<file path="src/rtl/loader_map.svh">
// register map, field positions, reset values and encodings of the fault loader
// assumes a 32-bit AHB-Lite slave port decoding the low address byte
`ifndef LOADER_MAP_SVH
`define LOADER_MAP_SVH

`define LDR_ADDR_BITS 8
`define LDR_VALUE_COUNT_ADDR 8'h00
`define LDR_ENABLE_COUNT_ADDR 8'h04
`define LDR_CYCLE_COUNT_ADDR 8'h08
`define LDR_FIFO_DATA_ADDR 8'h0c
`define LDR_STATUS_ADDR 8'h10
`define LDR_STATUS_BUSY_BIT 31
`define LDR_CHAIN_BITS 32
`define LDR_ZERO_WORD 32'h0000_0000
`define LDR_HTRANS_ACTIVE_BIT 1
`define LDR_HRESP_OKAY 1'b0

`endif

</file>
<file path="src/rtl/loader_pkg.sv">
// types shared by the fault loader and its per-chain shift port
// assumes loader_map.svh is on the include path
`include "loader_map.svh"

package loader_pkg;

    typedef enum logic [1:0] {
        SHIFT_IDLE = 2'b00,
        SHIFT_HIGH = 2'b01,
        SHIFT_LOW = 2'b10
    } shift_state_type;

    typedef struct packed {
        logic valid;
        logic write;
        logic [`LDR_ADDR_BITS-1:0] addr;
    } bus_phase_type;

    typedef struct packed {
        logic shiftClock;
        logic [`LDR_CHAIN_BITS-1:0] serialIn;
    } chain_drive_type;

endpackage

</file>
<file path="src/rtl/scan_chain_fault_loader.sv">
// fault loader: AHB-Lite registers, shared word FIFO, two scan chain drivers,
// paused design clock and design cycle counter
// assumes one AHB-Lite master and a design under test clocked by pausedDesignClock
//
// Decided for this implementation: the placing of the registers and the AHB-Lite interface to the registers.
`timescale 1ns/10ps
`include "loader_map.svh"

// Behaviour
// - one FIFO written by software feeds both the value chain and the enable chain.
// - the chain that gets shift clocks and data is the value chain while its counter is nonzero, else the enable chain.
// - each shift pops one word, drives it onto the chain with one clock pulse, counts down.
// - after a correct load the loaded chain's counter reads back zero.
// - the design clock stays stopped while either chain is being shifted.
// - the design cycle counter is cleared while the chains are loaded.
// - each chain has its own shift clock and serial data line at its head.
// - the cycle counter counts each design clock and software can read it.
// - the design clock output is derived from the system clock.
module scan_chain_fault_loader import loader_pkg::*; #(
    parameter int CNT_W = 16,
    parameter int DEPTH = 16
) (
    // clock and reset
    input wire logic clk_sys,
    input wire logic srst,
    // AHB-Lite slave
    input wire logic hsel,
    input wire logic [31:0] haddr,
    input wire logic [1:0] htrans,
    input wire logic hwrite,
    input wire logic [2:0] hsize,
    input wire logic [31:0] hwdata,
    input wire logic hready,
    output logic hreadyout,
    output logic hresp,
    output logic [31:0] hrdata,
    // scan chains and design clock
    output logic valueChainShiftClock,
    output logic [`LDR_CHAIN_BITS-1:0] valueChainSerialIn,
    output logic enableChainShiftClock,
    output logic [`LDR_CHAIN_BITS-1:0] enableChainSerialIn,
    output logic pausedDesignClock
);

    localparam int PTR_W = $clog2(DEPTH);

    bus_phase_type phase_reg, phase_next;
    logic ready_reg, ready_next;
    logic [31:0] rdata_reg, rdata_next;
    logic fifoPush, valueWrite, enableWrite;
    logic [31:0] readWord;

    logic [`LDR_CHAIN_BITS-1:0] fifoMem [DEPTH];
    logic [PTR_W-1:0] wrPtr_reg, wrPtr_next, rdPtr_reg, rdPtr_next;
    logic [PTR_W:0] fill_reg, fill_next;
    logic fifoFull, fifoEmpty, fifoPop;
    logic [`LDR_CHAIN_BITS-1:0] headWord;

    shift_state_type state_reg, state_next;
    logic selValue_reg, selValue_next;
    logic selValue, busyAny;
    logic [CNT_W-1:0] valueCount, enableCount;
    chain_drive_type valueDrive, enableDrive;

    logic designClk_reg, designClk_next;
    logic [31:0] cycle_reg, cycle_next;

    // bus slave: every transfer takes one wait state, a write into a full FIFO more, so hreadyout and hrdata come from flops and hresp is tied to OKAY
    always_comb begin
        readWord = `LDR_ZERO_WORD;
        unique case (phase_reg.addr)
            `LDR_VALUE_COUNT_ADDR: readWord[CNT_W-1:0] = valueCount;
            `LDR_ENABLE_COUNT_ADDR: readWord[CNT_W-1:0] = enableCount;
            `LDR_CYCLE_COUNT_ADDR: readWord = cycle_reg;
            `LDR_STATUS_ADDR: begin
                readWord[PTR_W:0] = fill_reg;
                readWord[`LDR_STATUS_BUSY_BIT] = busyAny;
            end
            default: readWord = `LDR_ZERO_WORD;
        endcase
    end

    always_comb begin
        phase_next = phase_reg;
        ready_next = ready_reg;
        rdata_next = rdata_reg;
        fifoPush = 1'b0;
        valueWrite = 1'b0;
        enableWrite = 1'b0;
        if (phase_reg.valid && !ready_reg) begin
            if (!phase_reg.write) begin
                rdata_next = readWord;
                ready_next = 1'b1;
                phase_next.valid = 1'b0;
            end else if (phase_reg.addr == `LDR_FIFO_DATA_ADDR) begin
                // a full FIFO stalls the bus instead of dropping the word
                if (!fifoFull) begin
                    fifoPush = 1'b1;
                    ready_next = 1'b1;
                    phase_next.valid = 1'b0;
                end
            end else begin
                valueWrite = (phase_reg.addr == `LDR_VALUE_COUNT_ADDR);
                enableWrite = (phase_reg.addr == `LDR_ENABLE_COUNT_ADDR);
                ready_next = 1'b1;
                phase_next.valid = 1'b0;
            end
        end else if (hsel && hready && htrans[`LDR_HTRANS_ACTIVE_BIT]) begin
            phase_next.valid = 1'b1;
            phase_next.write = hwrite;
            phase_next.addr = haddr[`LDR_ADDR_BITS-1:0];
            ready_next = 1'b0;
        end
    end

    always_ff @(posedge clk_sys) begin
        if (srst) begin
            phase_reg <= '0;
            ready_reg <= 1'b1;
            rdata_reg <= `LDR_ZERO_WORD;
        end else begin
            phase_reg <= phase_next;
            ready_reg <= ready_next;
            rdata_reg <= rdata_next;
        end
    end

    assign hreadyout = ready_reg;
    assign hrdata = rdata_reg;
    assign hresp = `LDR_HRESP_OKAY;

    // shared word FIFO
    assign fifoFull = (fill_reg == (PTR_W+1)'(DEPTH));
    assign fifoEmpty = (fill_reg == '0);
    assign headWord = fifoMem[rdPtr_reg];

    always_comb begin
        wrPtr_next = fifoPush ? wrPtr_reg + 1'b1 : wrPtr_reg;
        rdPtr_next = fifoPop ? rdPtr_reg + 1'b1 : rdPtr_reg;
        fill_next = fill_reg + {{PTR_W{1'b0}}, fifoPush} - {{PTR_W{1'b0}}, fifoPop};
    end

    always_ff @(posedge clk_sys) begin
        if (srst) begin
            wrPtr_reg <= '0;
            rdPtr_reg <= '0;
            fill_reg <= '0;
        end else begin
            wrPtr_reg <= wrPtr_next;
            rdPtr_reg <= rdPtr_next;
            fill_reg <= fill_next;
        end
    end

    always_ff @(posedge clk_sys) begin
        if (fifoPush) begin
            fifoMem[wrPtr_reg] <= hwdata;
        end
    end

    // shift engine: pop, data settles a cycle, clock high a cycle, clock low
    assign selValue = (valueCount != '0);
    assign busyAny = selValue || (enableCount != '0) || (state_reg != SHIFT_IDLE);
    // leftover words wait while both counts are zero
    assign fifoPop = (state_reg == SHIFT_IDLE) && (valueCount != '0 || enableCount != '0)
        && !fifoEmpty && !designClk_reg;

    always_comb begin
        state_next = state_reg;
        selValue_next = selValue_reg;
        unique case (state_reg)
            SHIFT_IDLE: begin
                if (fifoPop) begin
                    state_next = SHIFT_HIGH;
                    selValue_next = selValue;
                end
            end
            SHIFT_HIGH: state_next = SHIFT_LOW;
            SHIFT_LOW: state_next = SHIFT_IDLE;
            default: state_next = SHIFT_IDLE;
        endcase
    end

    always_ff @(posedge clk_sys) begin
        if (srst) begin
            state_reg <= SHIFT_IDLE;
            selValue_reg <= 1'b0;
        end else begin
            state_reg <= state_next;
            selValue_reg <= selValue_next;
        end
    end

    chain_shift_port #(.CNT_W(CNT_W)) valuePort (
        .clk_sys(clk_sys),
        .srst(srst),
        .countWrite(valueWrite),
        .countWriteData(hwdata[CNT_W-1:0]),
        .popLoad(fifoPop && selValue),
        .popWord(headWord),
        .pulseHigh(state_reg == SHIFT_HIGH && selValue_reg),
        .count_reg(valueCount),
        .drive_reg(valueDrive)
    );

    chain_shift_port #(.CNT_W(CNT_W)) enablePort (
        .clk_sys(clk_sys),
        .srst(srst),
        .countWrite(enableWrite),
        .countWriteData(hwdata[CNT_W-1:0]),
        .popLoad(fifoPop && !selValue),
        .popWord(headWord),
        .pulseHigh(state_reg == SHIFT_HIGH && !selValue_reg),
        .count_reg(enableCount),
        .drive_reg(enableDrive)
    );

    assign valueChainShiftClock = valueDrive.shiftClock;
    assign valueChainSerialIn = valueDrive.serialIn;
    assign enableChainShiftClock = enableDrive.shiftClock;
    assign enableChainSerialIn = enableDrive.serialIn;

    // design clock at half the system rate, held low while loading
    always_comb begin
        designClk_next = busyAny ? 1'b0 : !designClk_reg;
        if (busyAny) begin
            cycle_next = `LDR_ZERO_WORD;
        end else if (!designClk_reg) begin
            cycle_next = cycle_reg + 32'h0000_0001;
        end else begin
            cycle_next = cycle_reg;
        end
    end

    always_ff @(posedge clk_sys) begin
        if (srst) begin
            designClk_reg <= 1'b0;
            cycle_reg <= `LDR_ZERO_WORD;
        end else begin
            designClk_reg <= designClk_next;
            cycle_reg <= cycle_next;
        end
    end

    assign pausedDesignClock = designClk_reg;
endmodule

</file>
<file path="src/rtl/chain_shift_port.sv">
// one scan chain port: pending shift count, serial word and shift clock
// assumes the caller loads a word and pulses the clock a cycle later
`timescale 1ns/10ps
`include "loader_map.svh"

module chain_shift_port import loader_pkg::*; #(
    parameter int CNT_W = 16
) (
    // clock and reset
    input wire logic clk_sys,
    input wire logic srst,
    // software count access
    input wire logic countWrite,
    input wire logic [CNT_W-1:0] countWriteData,
    // shift engine
    input wire logic popLoad,
    input wire logic [`LDR_CHAIN_BITS-1:0] popWord,
    input wire logic pulseHigh,
    // results
    output logic [CNT_W-1:0] count_reg,
    output chain_drive_type drive_reg
);

    logic [CNT_W-1:0] count_next;
    chain_drive_type drive_next;

    always_comb begin
        count_next = count_reg;
        // a software write takes over the count even mid-load
        if (countWrite) begin
            count_next = countWriteData;
        end else if (popLoad) begin
            count_next = count_reg - 1'b1;
        end
        drive_next.serialIn = popLoad ? popWord : drive_reg.serialIn;
        drive_next.shiftClock = pulseHigh;
    end

    always_ff @(posedge clk_sys) begin
        if (srst) begin
            count_reg <= '0;
            drive_reg <= '0;
        end else begin
            count_reg <= count_next;
            drive_reg <= drive_next;
        end
    end

endmodule

</file>
<file path="config.mk">
export PLATFORM = sky130hd
export DESIGN_NAME = scan_chain_fault_loader
export DESIGN_NICKNAME = d
export VERILOG_FILES = /design/src/rtl/loader_pkg.sv /design/src/rtl/scan_chain_fault_loader.sv /design/src/rtl/chain_shift_port.sv
export VERILOG_INCLUDE_DIRS = /design/src /design/src/rtl
export SDC_FILE = /design/constraint.sdc
export NUM_CORES = 1
export LEC_CHECK = 0
export BUFFER_PORTS_ARGS = -buffer_cell sky130_fd_sc_hd__buf_2
export CAP_MARGIN = 20
export CORE_MARGIN = 3
export CORE_UTILIZATION = 45
export DETAILED_ROUTE_END_ITERATION = 7
export SLEW_MARGIN = 10
export SYNTH_ARGS = -nofsm -noshare
export SYNTH_HDL_FRONTEND = slang
export SYNTH_SLANG_ARGS = --single-unit
</file>
<file path="constraint.sdc">
create_clock -name clk_sys -period 5.14 [get_ports clk_sys]
set_clock_uncertainty 0.2 [all_clocks]
set_input_delay 0.257 -clock clk_sys [delete_from_list [all_inputs] [get_ports clk_sys]]
set_output_delay 0.257 -clock clk_sys [all_outputs]
set_load 0.05 [all_outputs]
</file>
* Word level (Yosys, flattened, before mapping)
Memories as Yosys holds them, arrays and structs flattened. A register that Yosys moved wholly into a read port is not among the register bits.
Index checks and enable logic that the tools add are counted.
** Word-level totals
- Output and inout bits :: 101
- Memory bits (writable) :: 512
- Latch bits :: 0
- Memories kept :: 1
- Word-level logic and storage cells :: 101
- Register bits :: 190
- Memory bits (read-only) :: 0
** Memories
- fifoMem :: words 16, width 32, rd ports 1, clocked after Yosys merged registers in 1, wr ports 1, RTL line scan_chain_fault_loader.sv:53 : logic [`LDR_CHAIN_BITS-1:0] fifoMem [DEPTH];
** Cells by class
- Equal/unequal tests :: 8
- Reductions and logical operators :: 31
- Div/mod/pow operators :: 0
- $lt $le $gt $ge :: 0
- Add/sub/neg operators :: 7
- Shift operators :: 0
- Multipliers :: 0
- Multiplexer cells :: 34
- Bitwise operators :: 2
** Operator list (number)
- 16-bit 2-to-1 mux :: 4
- 11-bit one-hot mux with 3 select lines :: 1
- 32-bit by 1-bit adder with 32-bit output (second input constant) :: 1
- 16-bit nonzero test :: 2
- 16-bit by 1-bit subtractor with 16-bit output (second input constant) :: 2
- 1-bit 2-to-1 mux :: 21
- 5-bit one-hot mux with 4 select lines :: 1
- 8-bit by 4-bit == test with 1-bit output (second input constant) :: 2
- 15-bit 2-to-1 mux :: 1
- 1-bit logical AND :: 10
- 10-bit 2-to-1 mux :: 1
- 4-bit by 1-bit adder with 4-bit output (second input constant) :: 2
- 8-bit by 3-bit == test with 1-bit output (second input constant) :: 1
- 8-bit by 5-bit == test with 1-bit output (second input constant) :: 1
- 8-bit zero test :: 1
- 4-bit 2-to-1 mux :: 2
- 2-bit AND reduction :: 4
- 2-bit nonzero test :: 4
- 5-bit by 1-bit adder with 5-bit output :: 1
- 5-bit == test (second input constant) :: 1
- 1-bit zero test :: 5
- 5-bit zero test :: 1
- 5-bit by 1-bit subtractor with 5-bit output :: 1
- 4-bit inequality test (second input constant) :: 1
- 9 further kinds :: 11

* Depth between registers and ports, before layout
Gate-level depths: netlist of run 1.
- Depth after elaboration :: 8
- Depth in mapped cells :: 17

* By module
From an unflattened synthesis of run 1, not the netlist that was laid out.
** Unflattened totals
- Cell total of the unflattened synthesis :: 1639
- Area total of the unflattened synthesis :: 27634.0 um^2
** Modules (own cells, without submodules)
- scan_chain_fault_loader :: times used 1, area an instance 23602.6 um^2, cells an instance 1211
- chain_shift_port :: times used 2, area an instance 2015.7 um^2, cells an instance 214

* Worst setup path after synthesis of run 1
Ideal clock, no wire load.
- Kind :: register to register
- Start :: register phase_reg[4] in the netlist's numbering
- End :: memory fifoMem[0][0] in the netlist's numbering, enable pin
- Period minus slack after synthesis :: 4505 ps
- Data arrival time :: 3843 ps
- Library setup time :: 461 ps
- Setup slack :: 635 ps
- Cell stages (with the launch flop) :: 8
- Data required time :: 4479 ps
- Cells stage by stage :: dfxtp_1 buf_6 or4_4 nor4_1 and2_1 buf_2 nand2_1 nor3_1
** On the way
- Longest elaborated chain between the ends :: 6
** Ends and longest elaborated chain
- start, declared :: RTL line scan_chain_fault_loader.sv:47 : bus_phase_type phase_reg, phase_next;
- start signal, assigned :: RTL line scan_chain_fault_loader.sv:122 : phase_reg <= phase_next;
- 8-bit by 4-bit == test with 1-bit output (no line)
- 1-bit 2-to-1 mux :: RTL line scan_chain_fault_loader.sv:95 : end else if (phase_reg.addr == `LDR_FIFO_DATA_ADDR) begin
- 1-bit 2-to-1 mux :: RTL line scan_chain_fault_loader.sv:91 : if (!phase_reg.write) begin
- 1-bit 2-to-1 mux :: RTL line scan_chain_fault_loader.sv:90 : if (phase_reg.valid && !ready_reg) begin
- net fifoPush :: RTL line scan_chain_fault_loader.sv:50 : logic fifoPush, valueWrite, enableWrite;
- 1-bit 2-to-1 mux :: RTL line scan_chain_fault_loader.sv:156 : if (fifoPush) begin
- 1-bit 2-to-1 mux (implied by the code) :: RTL line scan_chain_fault_loader.sv:157 : fifoMem[wrPtr_reg] <= hwdata;
- end, declared :: RTL line scan_chain_fault_loader.sv:53
The timed path passes the listed nets, and every way through them passes these cells.

* Final worst setup path of run 1
- Start :: register enablePort.count_reg[0]
- End :: register enablePort.drive_reg[21] in the netlist's numbering
** On the way
- Longest elaborated chain between the ends :: 6
** Ends and longest elaborated chain
- start, declared :: RTL line chain_shift_port.sv:20 : output logic [CNT_W-1:0] count_reg,
- start signal, assigned :: RTL line chain_shift_port.sv:44 : count_reg <= count_next;
- 16-bit nonzero test :: RTL line scan_chain_fault_loader.sv:165 : assign fifoPop = (state_reg == SHIFT_IDLE) && (valueCount != '0 || enableCount != '0)
- 1-bit logical OR :: RTL line scan_chain_fault_loader.sv:165
- 1-bit logical AND :: RTL line scan_chain_fault_loader.sv:165
- 1-bit logical AND (2 in series) :: RTL line scan_chain_fault_loader.sv:166 : && !fifoEmpty && !designClk_reg;
- 1-bit logical AND :: RTL line scan_chain_fault_loader.sv:211 : .popLoad(fifoPop && !selValue),
- end signal, assigned :: RTL line chain_shift_port.sv:45 : drive_reg <= drive_next;
- end, declared :: RTL line chain_shift_port.sv:21 : output chain_drive_type drive_reg
No other way between the ends.
A chain may end at the register's enable or synchronous reset.

==> impl_metrics.env, run 1 <==
export IMPL_synth_top_area_share_pct=56.0
export IMPL_crit_fanout=35
export IMPL_grt_util_met1_pct=29.7
export IMPL_fmax_mhz=252
export IMPL_min_period_over_period_pct=77.1
export IMPL_crit_path_end="enablePort.drive_reg[21]"
export IMPL_num_antenna_cells=0
export IMPL_synth_top_family_by_area="multiplexers"
export IMPL_grt_max_degree=87
export IMPL_vias=16000
export IMPL_maxCapViolCount=0
export IMPL_synth_ff_type="edfxtp_1"
export IMPL_core_sq_um=59700
export IMPL_largest_register_ff_count=512
export IMPL_synth_distinct_cells=67
export IMPL_yosysMostFrequentCell="edfxtp_1"
export IMPL_status="finished clean"
export IMPL_reg2reg_slack_ns=1.18
export IMPL_fin_tns_setup_ns=0
export IMPL_timing_rr_start="enablePort.count_reg[0]"
export IMPL_seqCellArea_sq_um=19300
export IMPL_yosysSeqAreaShare_pct=70.1
export IMPL_hold_violations=0
export IMPL_place_hpwl_um=37500
export IMPL_grt_pass1_wl_um=98900
export IMPL_multi_input_area_sq_um=7760
export IMPL_arrival_ns=4.19
export IMPL_postRouteAntennaNets=0
export IMPL_routedWlPerCell_um=23.6
export IMPL_pin_count=175
export IMPL_yosys_area_top_type="edfxtp_1"
export IMPL_synth_simple_area_share_pct=6.85
export IMPL_h_tree_depth=3
export IMPL_syn_area_sq_um=27500
export IMPL_start_util_pct=46.0
export IMPL_synthTopCellsByCount="edfxtp_1, dfxtp_1, mux4_2"
export IMPL_clk_pin_slew_ns=0.06
export IMPL_critPathLaunch="enablePort.count_reg[0]"
export IMPL_synth_xor_area_share_pct=1.66
export IMPL_busiest_layer="met2"
export IMPL_max_clock_path_buffers=3
export IMPL_worstSetupEndpointType="flop"
export IMPL_clkSinkCount=706
export IMPL_grtUsageMet2_pct=32.7
export IMPL_min_period_ns=3.96
export IMPL_die_area_sq_um=64000
export IMPL_synth_avg_cell_area_sq_um=16.1
export IMPL_drive_above_1_share_pct=24.2
export IMPL_synthCells=1709
export IMPL_power_density_nw_per_um2=465
export IMPL_numPortBuffers=145
export IMPL_async_flop_share_pct=0
export IMPL_hold_path_class="input port to flop"
export IMPL_postLayoutCoreUtil_pct=54.0
export IMPL_remaining_drc_errors=0
export IMPL_grt_usage_pct=20.5
export IMPL_vias_per_cell=5.82
export IMPL_ys_ff_latch=706
export IMPL_drtIter0Drc=1358
export IMPL_cts_root_buffer="clkbuf_16"
export IMPL_reg2regPathDepth=9
export IMPL_areaGrowthSynthToFinish_pct=17.3
export IMPL_cts_resized=0
export IMPL_synth_fa_ha_area_share_pct=0.838
export IMPL_num_rows=89
export IMPL_worst_pin_slew_ns=1.08
export IMPL_slew_viol_final=0
export IMPL_ir_worst_vdd_mv=0.334
export IMPL_antenna_found_initial=0
export IMPL_synth_compound_area_share_pct=6.83
export IMPL_fp_dieH_um=253
export IMPL_rsz0062_at_grt="false"
export IMPL_leakagePower_nw=10.8
export IMPL_synth_mux_area_share_pct=11.6
export IMPL_critPathKind="flop to flop"
export IMPL_syn_nets=1800
export IMPL_slew_headroom_pct=27.8
export IMPL_start_kind="flop"
export IMPL_use_met3_pct=3.15
export IMPL_insertion_delay_ns=0.62
export IMPL_grt_ovfl_total=0
export IMPL_dieWidth_um=253
export IMPL_synth_area_top_cells="edfxtp_1, dfxtp_1, mux4_2"
export IMPL_cts_buffers=76
export IMPL_timing_rr_end="enablePort.drive_reg[21]"
export IMPL_setup_viol=0
export IMPL_required_ns=5.37
export IMPL_finalWirelength_um=64800
export IMPL_cts_tree="yes"
export IMPL_place_congestion=0.837
export IMPL_yosysWarnings=0
export IMPL_grt_pass1_vias=16200
export IMPL_drt_pass1_iterations=5
export IMPL_fin_nets=2001
export IMPL_synth_edf_count=512
export IMPL_n_fill_cell=4794
## worst min path at each step
stage | start | to | cells after the start
finish | srst | rdPtr_reg[0] | 3
global route | htrans[1] | phase_reg[6] | 5
CTS | srst | flop | 3
detailed placement | selValue_reg | enablePort.drive_reg[32] | 1
global placement | valuePort.drive_reg[22] | valuePort.drive_reg[22] | 2
floorplan | srst | state_reg[1] | 1
## layout make-up
type / count / area share, %
Clock buffer: 110 / 6.78
Sequential cell: 706 / 59.8
Tap cell: 773 / 3.00
Multi-Input combinational cell: 867 / 24.1
Timing Repair Buffer: 233 / 5.08
Inverter: 26 / 0.303
Clock inverter: 31 / 0.936
## cells in the final DEF (no fill, tap or decap), drive strengths merged, types with 6 or more instances in the layout
| master | count |
|---|---|
| a211oi | 8 |
| a21oi | 19 |
| a221oi | 32 |
| a22o | 32 |
| a22oi | 32 |
| a31oi | 7 |
| and4 | 6 |
| buf | 189 |
| clkbuf | 111 |
| clkinv | 20 |
| dfxtp | 194 |
| dlygate4sd3 | 43 |
| edfxtp | 512 |
| ha | 16 |
| inv | 31 |
| mux2i | 28 |
| mux4 | 128 |
| nand2 | 100 |
| nand3 | 19 |
| nand4 | 22 |
| nor2 | 123 |
| nor2b | 12 |
| nor3 | 14 |
| nor4 | 18 |
| o21ai | 41 |
| o22ai | 64 |
| or3 | 17 |
| or4 | 10 |
| xnor2 | 26 |
| xor2 | 26 |
## repair_timing
action	in CTS	in global routing
setup buffers	0	0
hold buffers	43	0
endpoints found under the hold margin	550	0
## where the power goes
group	switching [W]	internal (W)	total, W
Clock	0.00225	0.00310	0.00535
Sequential	0.000233	0.00632	0.00655
Combinational	0.00186	0.00121	0.00307
Total	0.00434	0.0106	0.0150
## metrics by stage
stage / power (W) / hold slack, ns / setup slack (ns) / area [sq um] / std cells
2_1_floorplan: 0.00887 / 0.148 / 0.635 / 27500 / 1709
3_3_place_gp: 0.00969 / 0.249 / 1.39 / 29200 / 2559
3_5_place_dp: 0.00974 / 0.251 / 1.32 / 29300 / 2561
4_1_cts: 0.0151 / 0.128 / 1.23 / 32200 / 2745
5_1_grt: 0.0156 / 0.180 / 1.02 / 32200 / 2746
6_report: 0.0150 / 0.132 / 1.18 / 32200 / 2746
## critical path: stages, from the launching register on
cell and delay [ns]:
dfxtp_1 0.35, inv_1 0.12, ha_1 0.17, nor4b_1 0.67, nand4_1 0.17, buf_4 0.24
and3_2 0.58, nand2_1 0.63, buf_4 0.47, o22ai_1 0.14
## layer usage
metal,vias up,part of all wire (%),wire (um)
li1,7176,-,-
met1,8268,45,29200
met2,465,48,30900
met3,67,5.6,3640
met4,0,1.6,1050
met5,-,0,0
## logic make-up after synthesis
logic type / Yosys count
flip-flops: 706
XOR/XNOR: 52
other: 1
AO/OA/AOI/OAI: 263
multiplexers: 157
AND/OR/NAND/NOR: 376
adder cells (fa/ha/maj): 18
buffers and inverters: 136
No activity file was read; power rests on OpenSTA's default activity.
==> inputs of run 2 (changes only) <==
==> constraint.sdc (replaced) <==
create_clock -name clk_sys -period 3.9 [get_ports clk_sys]
set_clock_uncertainty 0.2 [all_clocks]
set_input_delay 0.195 -clock clk_sys [delete_from_list [all_inputs] [get_ports clk_sys]]
set_output_delay 0.195 -clock clk_sys [all_outputs]
set_load 0.05 [all_outputs]
==> impl_metrics.env, run 2 (synthesis gave the netlist of run 1 again) <==
export IMPL_status="finished clean"
export IMPL_intPower_w=0.0141
export IMPL_cts_buffers=75
export IMPL_hold_violations=0
export IMPL_placedCellCount=2579
export IMPL_die_area_sq_um=64000
export IMPL_slew_headroom_pct=32.3
export IMPL_grt_usage_pct=20.9
export IMPL_setup_ws_ns=0.492
export IMPL_worst_pin_slew_ns=1.02
export IMPL_grt_pass1_wl_um=101000
export IMPL_reg2regPathDepth=17
export IMPL_min_period_ns=3.41
export IMPL_vias=16100
export IMPL_leakagePower_nw=10.8
export IMPL_p_comb_share_pct=21.0
export IMPL_min_path_cells=5
export IMPL_seq_power_share_pct=43.5
export IMPL_finalWirelength_um=66400
export IMPL_fin_nets=2019
export IMPL_min_to="phase_reg[6]"
export IMPL_setup_viol=0
export IMPL_netSwitchingPower_w=0.00569
export IMPL_grt_ovfl_total=0
export IMPL_min_period_over_period_pct=87.4
export IMPL_antenna_found_initial=3
export IMPL_fmax_mhz=293
export IMPL_sw_frac_of_total_pct=28.7
export IMPL_max_clock_path_buffers=3
export IMPL_timing_rr_start="enablePort.count_reg[0]"
export IMPL_timing_rr_end="fill_reg[4]"
export IMPL_place_hpwl_um=40200
export IMPL_drt_pass1_iterations=5
export IMPL_critPathKind="flop to flop"
export IMPL_arrival_ns=3.73
export IMPL_grt_max_degree=68
export IMPL_remaining_drc_errors=0
export IMPL_hold_start="htrans[1]"
export IMPL_power_density_nw_per_um2=612
export IMPL_rsz0062_at_grt="false"
export IMPL_pre_cts_slack_ns=0.471
export IMPL_place_congestion=0.837
export IMPL_fin_tns_setup_ns=0
export IMPL_core_sq_um=59700
export IMPL_reg2reg_slack_ns=0.49
export IMPL_routedWlPerCell_um=24.0
export IMPL_fin_cells=2764
export IMPL_drive_above_1_share_pct=24.6
export IMPL_postRouteAntennaNets=0
export IMPL_numPortBuffers=145
export IMPL_dieWidth_um=253
export IMPL_largest_register_ff_count=512
export IMPL_clk_pin_slew_ns=0.06
export IMPL_h_tree_depth=3
export IMPL_cts_setup_buffers=0
export IMPL_hold_path_class="input port to flop"
export IMPL_worstSetupEndpointType="flop"
export IMPL_required_ns=4.23
export IMPL_layout_common_cells="edfxtp_1, dfxtp_1, buf_2"
export IMPL_crit_fanout=5
export IMPL_vias_per_cell=5.82
export IMPL_num_rows=89
export IMPL_cts_hold_buf=44
export IMPL_maxCapViolCount=0
export IMPL_start_util_pct=46.0
export IMPL_areaGrowthSynthToFinish_pct=17.9
export IMPL_n_fill_cell=4746
export IMPL_fp_dieH_um=253
export IMPL_cts_root_buffer="clkbuf_16"
export IMPL_ir_worst_vdd_mv=0.382
export IMPL_cts_tree="yes"
export IMPL_power_frac_clock_pct=35.5
export IMPL_pin_count=175
export IMPL_grt_pass1_vias=16300
export IMPL_final_common_cell="edfxtp_1"
export IMPL_slew_viol_final=0
export IMPL_holdWs_ns=0.103
export IMPL_cts_resized=0
export IMPL_drtIter0Drc=1482
export IMPL_insertion_delay_ns=0.61
export IMPL_start_kind="flop"
export IMPL_clkSinkCount=706
[run 2: cell count changes in the layout (fill, tap and decap cells not counted), sizes merged]
| cell | previous run | this run |
|---|---|---|
| clkinvlp | 4 | 1 |
| clkbuf | 111 | 110 |
| buf | 189 | 207 |
| dlygate4sd3 | 43 | 44 |
| clkinv | 20 | 22 |
| inv | 31 | 28 |
| diode | 0 | 2 |
| bufinv | 2 | 4 |
[run 2: layout make-up]
| class | count | area [sq um] | area share (%) |
|---|---|---|---|
| clock buffers | 109 | 2180 | 6.73 |
| repair buffers | 252 | 1810 | 5.59 |
| inverters | 26 | 97.6 | 0.301 |
| diodes | 2 | 5.00 | 0.0154 |
| well taps | 773 | 967 | 2.99 |
| flip-flops and latches | 706 | 19300 | 59.5 |
| multi-input cells | 867 | 7790 | 24.0 |
| clock inverters | 29 | 284 | 0.877 |
[run 2: critical path, cell delays in order, from the launching register on]
cell and delay [ns]:
dfxtp_1 0.34, inv_1 0.12, ha_1 0.16, nor4b_1 0.25, buf_4 0.19, nand4_1 0.16
o21ai_1 0.34, inv_1 0.08, ha_1 0.28, inv_1 0.04, ha_1 0.19, inv_1 0.07
fa_1 0.20, inv_1 0.06, a21oi_1 0.12, nor2_1 0.06, or3_1 0.34, a21oi_1 0.14
[run 2: worst max-delay path by stage]
stage / start / endpoint / cells past startpoint
after floorplan: phase_reg[4] / fifoMem[12][0] / 7
after global placement: phase_reg[4] / fifoMem[3][21] / 5
after detailed placement: phase_reg[7] / fifoMem[3][17] / 5
after CTS: phase_reg[7] / fifoMem[3][16] / 5
after global routing: enablePort.count_reg[0] / fill_reg[4] / 17
final: enablePort.count_reg[0] / fill_reg[4] / 17
[run 2: metrics by stage]
stage | util, % | cell area, sq um | total power, W
after global placement | 49.4 | 29500 | 0.0128
final | 54.3 | 32400 | 0.0198
after global routing | 54.3 | 32400 | 0.0206
after floorplan | - | 27500 | 0.0117
after detailed placement | 49.4 | 29500 | 0.0129
after CTS | 54.3 | 32400 | 0.0200
[run 2: routing by layer]
layer / GRT usage, % / up-vias / wire (um) / share of wire [%]
li1: - / 7200 / - / -
met3: 3.30 / 84 / 3480 / 5.2
met5: 0 / - / 13 / 0.020
met1: 29.9 / 8370 / 29900 / 45
met2: 33.7 / 442 / 31800 / 48
met4: 5.47 / 2 / 1170 / 1.8
[run 2: power groups by stage]
stage / combinational, W / clock, W / sequential (W)
floorplan: 0.00239 / 0 / 0.00930
CTS: 0.00417 / 0.00719 / 0.00863
detailed placement: 0.00413 / 0 / 0.00878
global route: 0.00446 / 0.00749 / 0.00867
finish: 0.00415 / 0.00705 / 0.00862
global placement: 0.00408 / 0 / 0.00877
==> inputs of run 3 (changes only) <==
--- a/config.mk
+++ b/config.mk
@@ -9,8 +9,9 @@
 export BUFFER_PORTS_ARGS = -buffer_cell sky130_fd_sc_hd__buf_2
 export CAP_MARGIN = 20
 export CORE_MARGIN = 3
-export CORE_UTILIZATION = 45
+export CORE_UTILIZATION = 50
 export DETAILED_ROUTE_END_ITERATION = 7
+export PLACE_DENSITY = 0.68
 export SLEW_MARGIN = 10
 export SYNTH_ARGS = -nofsm -noshare
 export SYNTH_HDL_FRONTEND = slang
==> impl_metrics.env, run 3 (synthesis gave the netlist of run 1 again) <==
export IMPL_remaining_drc_errors=0
export IMPL_min_period_ns=3.63
export IMPL_finalWirelength_um=64100
export IMPL_vias_per_cell=5.98
export IMPL_leakagePower_nw=10.8
export IMPL_ir_worst_vdd_mv=0.337
export IMPL_fin_tns_setup_ns=0
export IMPL_hold_path_class="input port to flop"
export IMPL_routedWlPerCell_um=23.9
export IMPL_dieWidth_um=240
export IMPL_netSwitchingPower_w=0.00555
export IMPL_grt_pass1_vias=16300
export IMPL_place_hpwl_um=38900
export IMPL_grt_max_degree=77
export IMPL_pin_count=175
export IMPL_insertion_delay_ns=0.60
export IMPL_cts_tree="yes"
export IMPL_grt_usage_pct=22.5
export IMPL_cts_setup_buffers=0
export IMPL_postRouteAntennaNets=0
export IMPL_vias=16000
export IMPL_min_period_over_period_pct=93.1
export IMPL_layout_common_cells="edfxtp_1, dfxtp_1, buf_2"
export IMPL_hold_violations=0
export IMPL_crit_family="simple AND/OR/NAND/NOR gates"
export IMPL_setup_viol=0
export IMPL_status="finished clean"
export IMPL_num_rows=85
export IMPL_areaGrowthSynthToFinish_pct=17.2
export IMPL_p_comb_share_pct=21.0
export IMPL_worst_pin_slew_ns=1.10
export IMPL_power_density_nw_per_um2=608
export IMPL_fin_nets=2015
export IMPL_maxCapViolCount=0
export IMPL_die_area_sq_um=57800
export IMPL_start_util_pct=50.7
export IMPL_cts_buffers=73
export IMPL_multi_input_area_sq_um=7780
export IMPL_start_kind="flop"
export IMPL_place_congestion=0.870
export IMPL_fin_cells=2678
export IMPL_max_clock_path_buffers=3
export IMPL_seqCellArea_sq_um=19300
export IMPL_numPortBuffers=145
export IMPL_core_sq_um=54100
export IMPL_drt_pass1_iterations=5
export IMPL_arrival_ns=3.94
export IMPL_cpMaxStageDelayCell="nor4b_1"
export IMPL_required_ns=4.21
export IMPL_largest_register_ff_count=512
export IMPL_clkSinkCount=706
export IMPL_crit_fanout=5
export IMPL_intPower_w=0.0140
export IMPL_grt_pass1_wl_um=97200
export IMPL_critPathKind="flop to flop"
export IMPL_fmax_mhz=276
export IMPL_sw_frac_of_total_pct=28.4
export IMPL_path_cells="inv_1 -> ha_1 -> nor4b_1 -> nand4_1 -> o21ai_1 -> inv_1 -> ha_1 -> inv_1 -> ha_1 -> inv_1 -> fa_1 -> inv_1 -> a21oi_1 -> nor2_1 -> or3_1 -> a21oi_1"
export IMPL_antenna_found_initial=2
export IMPL_holdWs_ns=0.0950
export IMPL_placedCellCount=2501
export IMPL_slew_headroom_pct=26.7
export IMPL_h_tree_depth=3
export IMPL_total_power_w=0.0196
export IMPL_cts_root_buffer="clkbuf_16"
export IMPL_n_fill_cell=4020
export IMPL_path_buf_inv=5
export IMPL_slew_viol_final=0
export IMPL_fp_dieH_um=240
export IMPL_seq_power_share_pct=44.0
export IMPL_crit_top_cell="inv_1"
export IMPL_drive_above_1_share_pct=24.5
export IMPL_grt_ovfl_total=0
export IMPL_final_common_cell="edfxtp_1"
export IMPL_slowest_delay_ns=0.54
export IMPL_rsz0062_at_grt="false"
export IMPL_clk_pin_slew_ns=0.06
export IMPL_worstSetupEndpointType="flop"
export IMPL_power_frac_clock_pct=35.0
export IMPL_drtIter0Drc=1333
export IMPL_cts_resized=0
run 3: cell count changes in the layout (fill, tap and decap cells not counted), moves of 2 or more:
cell,previous run,this run
clkbuf_16,79,74
clkbuf_1,21,17
bufinv_16,4,6
clkinv_2,12,14
run 3: metrics by stage:
stage	utilization [%]	area (sq um)	worst slack (ns)
4_1_cts	59.4	32200	0.313
3_3_place_gp	54.2	29400	0.361
6_report	59.5	32200	0.271
5_1_grt	59.4	32200	0.00913
2_1_floorplan	-	27500	0.253
3_5_place_dp	54.2	29400	0.368
run 3: what timing repair did:
| action | in CTS | in global routing |
|---|---|---|
| endpoints found under the hold margin | 553 | 0 |
| hold buffers | 43 | 0 |
| endpoints found under the setup margin | 0 | 0 |
run 3: area by class of cell:
class,count,share of cell area (%)
sequential,706,59.9
multi-input combinational,867,24.2
clock buffer,99,6.29
timing repair buffer,250,5.61
tap,696,2.71
clock inverter,32,1.05
inverter,26,0.303
antenna,2,0.0155
run 3: power by group through the flow:
| stage | registers (W) | logic, W | clock network, W |
|---|---|---|---|
| 2_1_floorplan | 0.00930 | 0.00239 | 0 |
| 3_3_place_gp | 0.00876 | 0.00403 | 0 |
| 3_5_place_dp | 0.00877 | 0.00407 | 0 |
| 4_1_cts | 0.00862 | 0.00414 | 0.00697 |
| 5_1_grt | 0.00865 | 0.00441 | 0.00728 |
| 6_report | 0.00861 | 0.00411 | 0.00684 |
run 3: worst reg2reg max path: stages (launching register included):
cell,delay (ns)
dfxtp_1,0.34
inv_1,0.12
ha_1,0.16
nor4b_1,0.54
nand4_1,0.31
o21ai_1,0.32
inv_1,0.08
ha_1,0.28
inv_1,0.04
ha_1,0.19
inv_1,0.07
fa_1,0.19
inv_1,0.05
a21oi_1,0.12
nor2_1,0.06
or3_1,0.34
a21oi_1,0.14
run 3: layer usage:
layer  GRT usage, %  vias to the layer above  wire length [um]
met5              0                        -                 0
met3           4.44                       88              4320
met4           6.68                        0              1290
li1               -                     7188                 -
met2           36.5                      537             31300
met1           31.1                     8202             27100
run 3: worst paths after layout:
check | startpoint | to | slack [ns] | depth (start not counted)
setup reg to reg | enablePort.count_reg[0] | fill_reg[4] | 0.27 | 16
hold / removal | srst | cycle_reg[31] | 0.1 | 3
setup / recovery | enablePort.count_reg[0] | fill_reg[4] | 0.27 | 16
hold reg to reg | enablePort.drive_reg[9] | enablePort.drive_reg[9] | 0.27 | 2
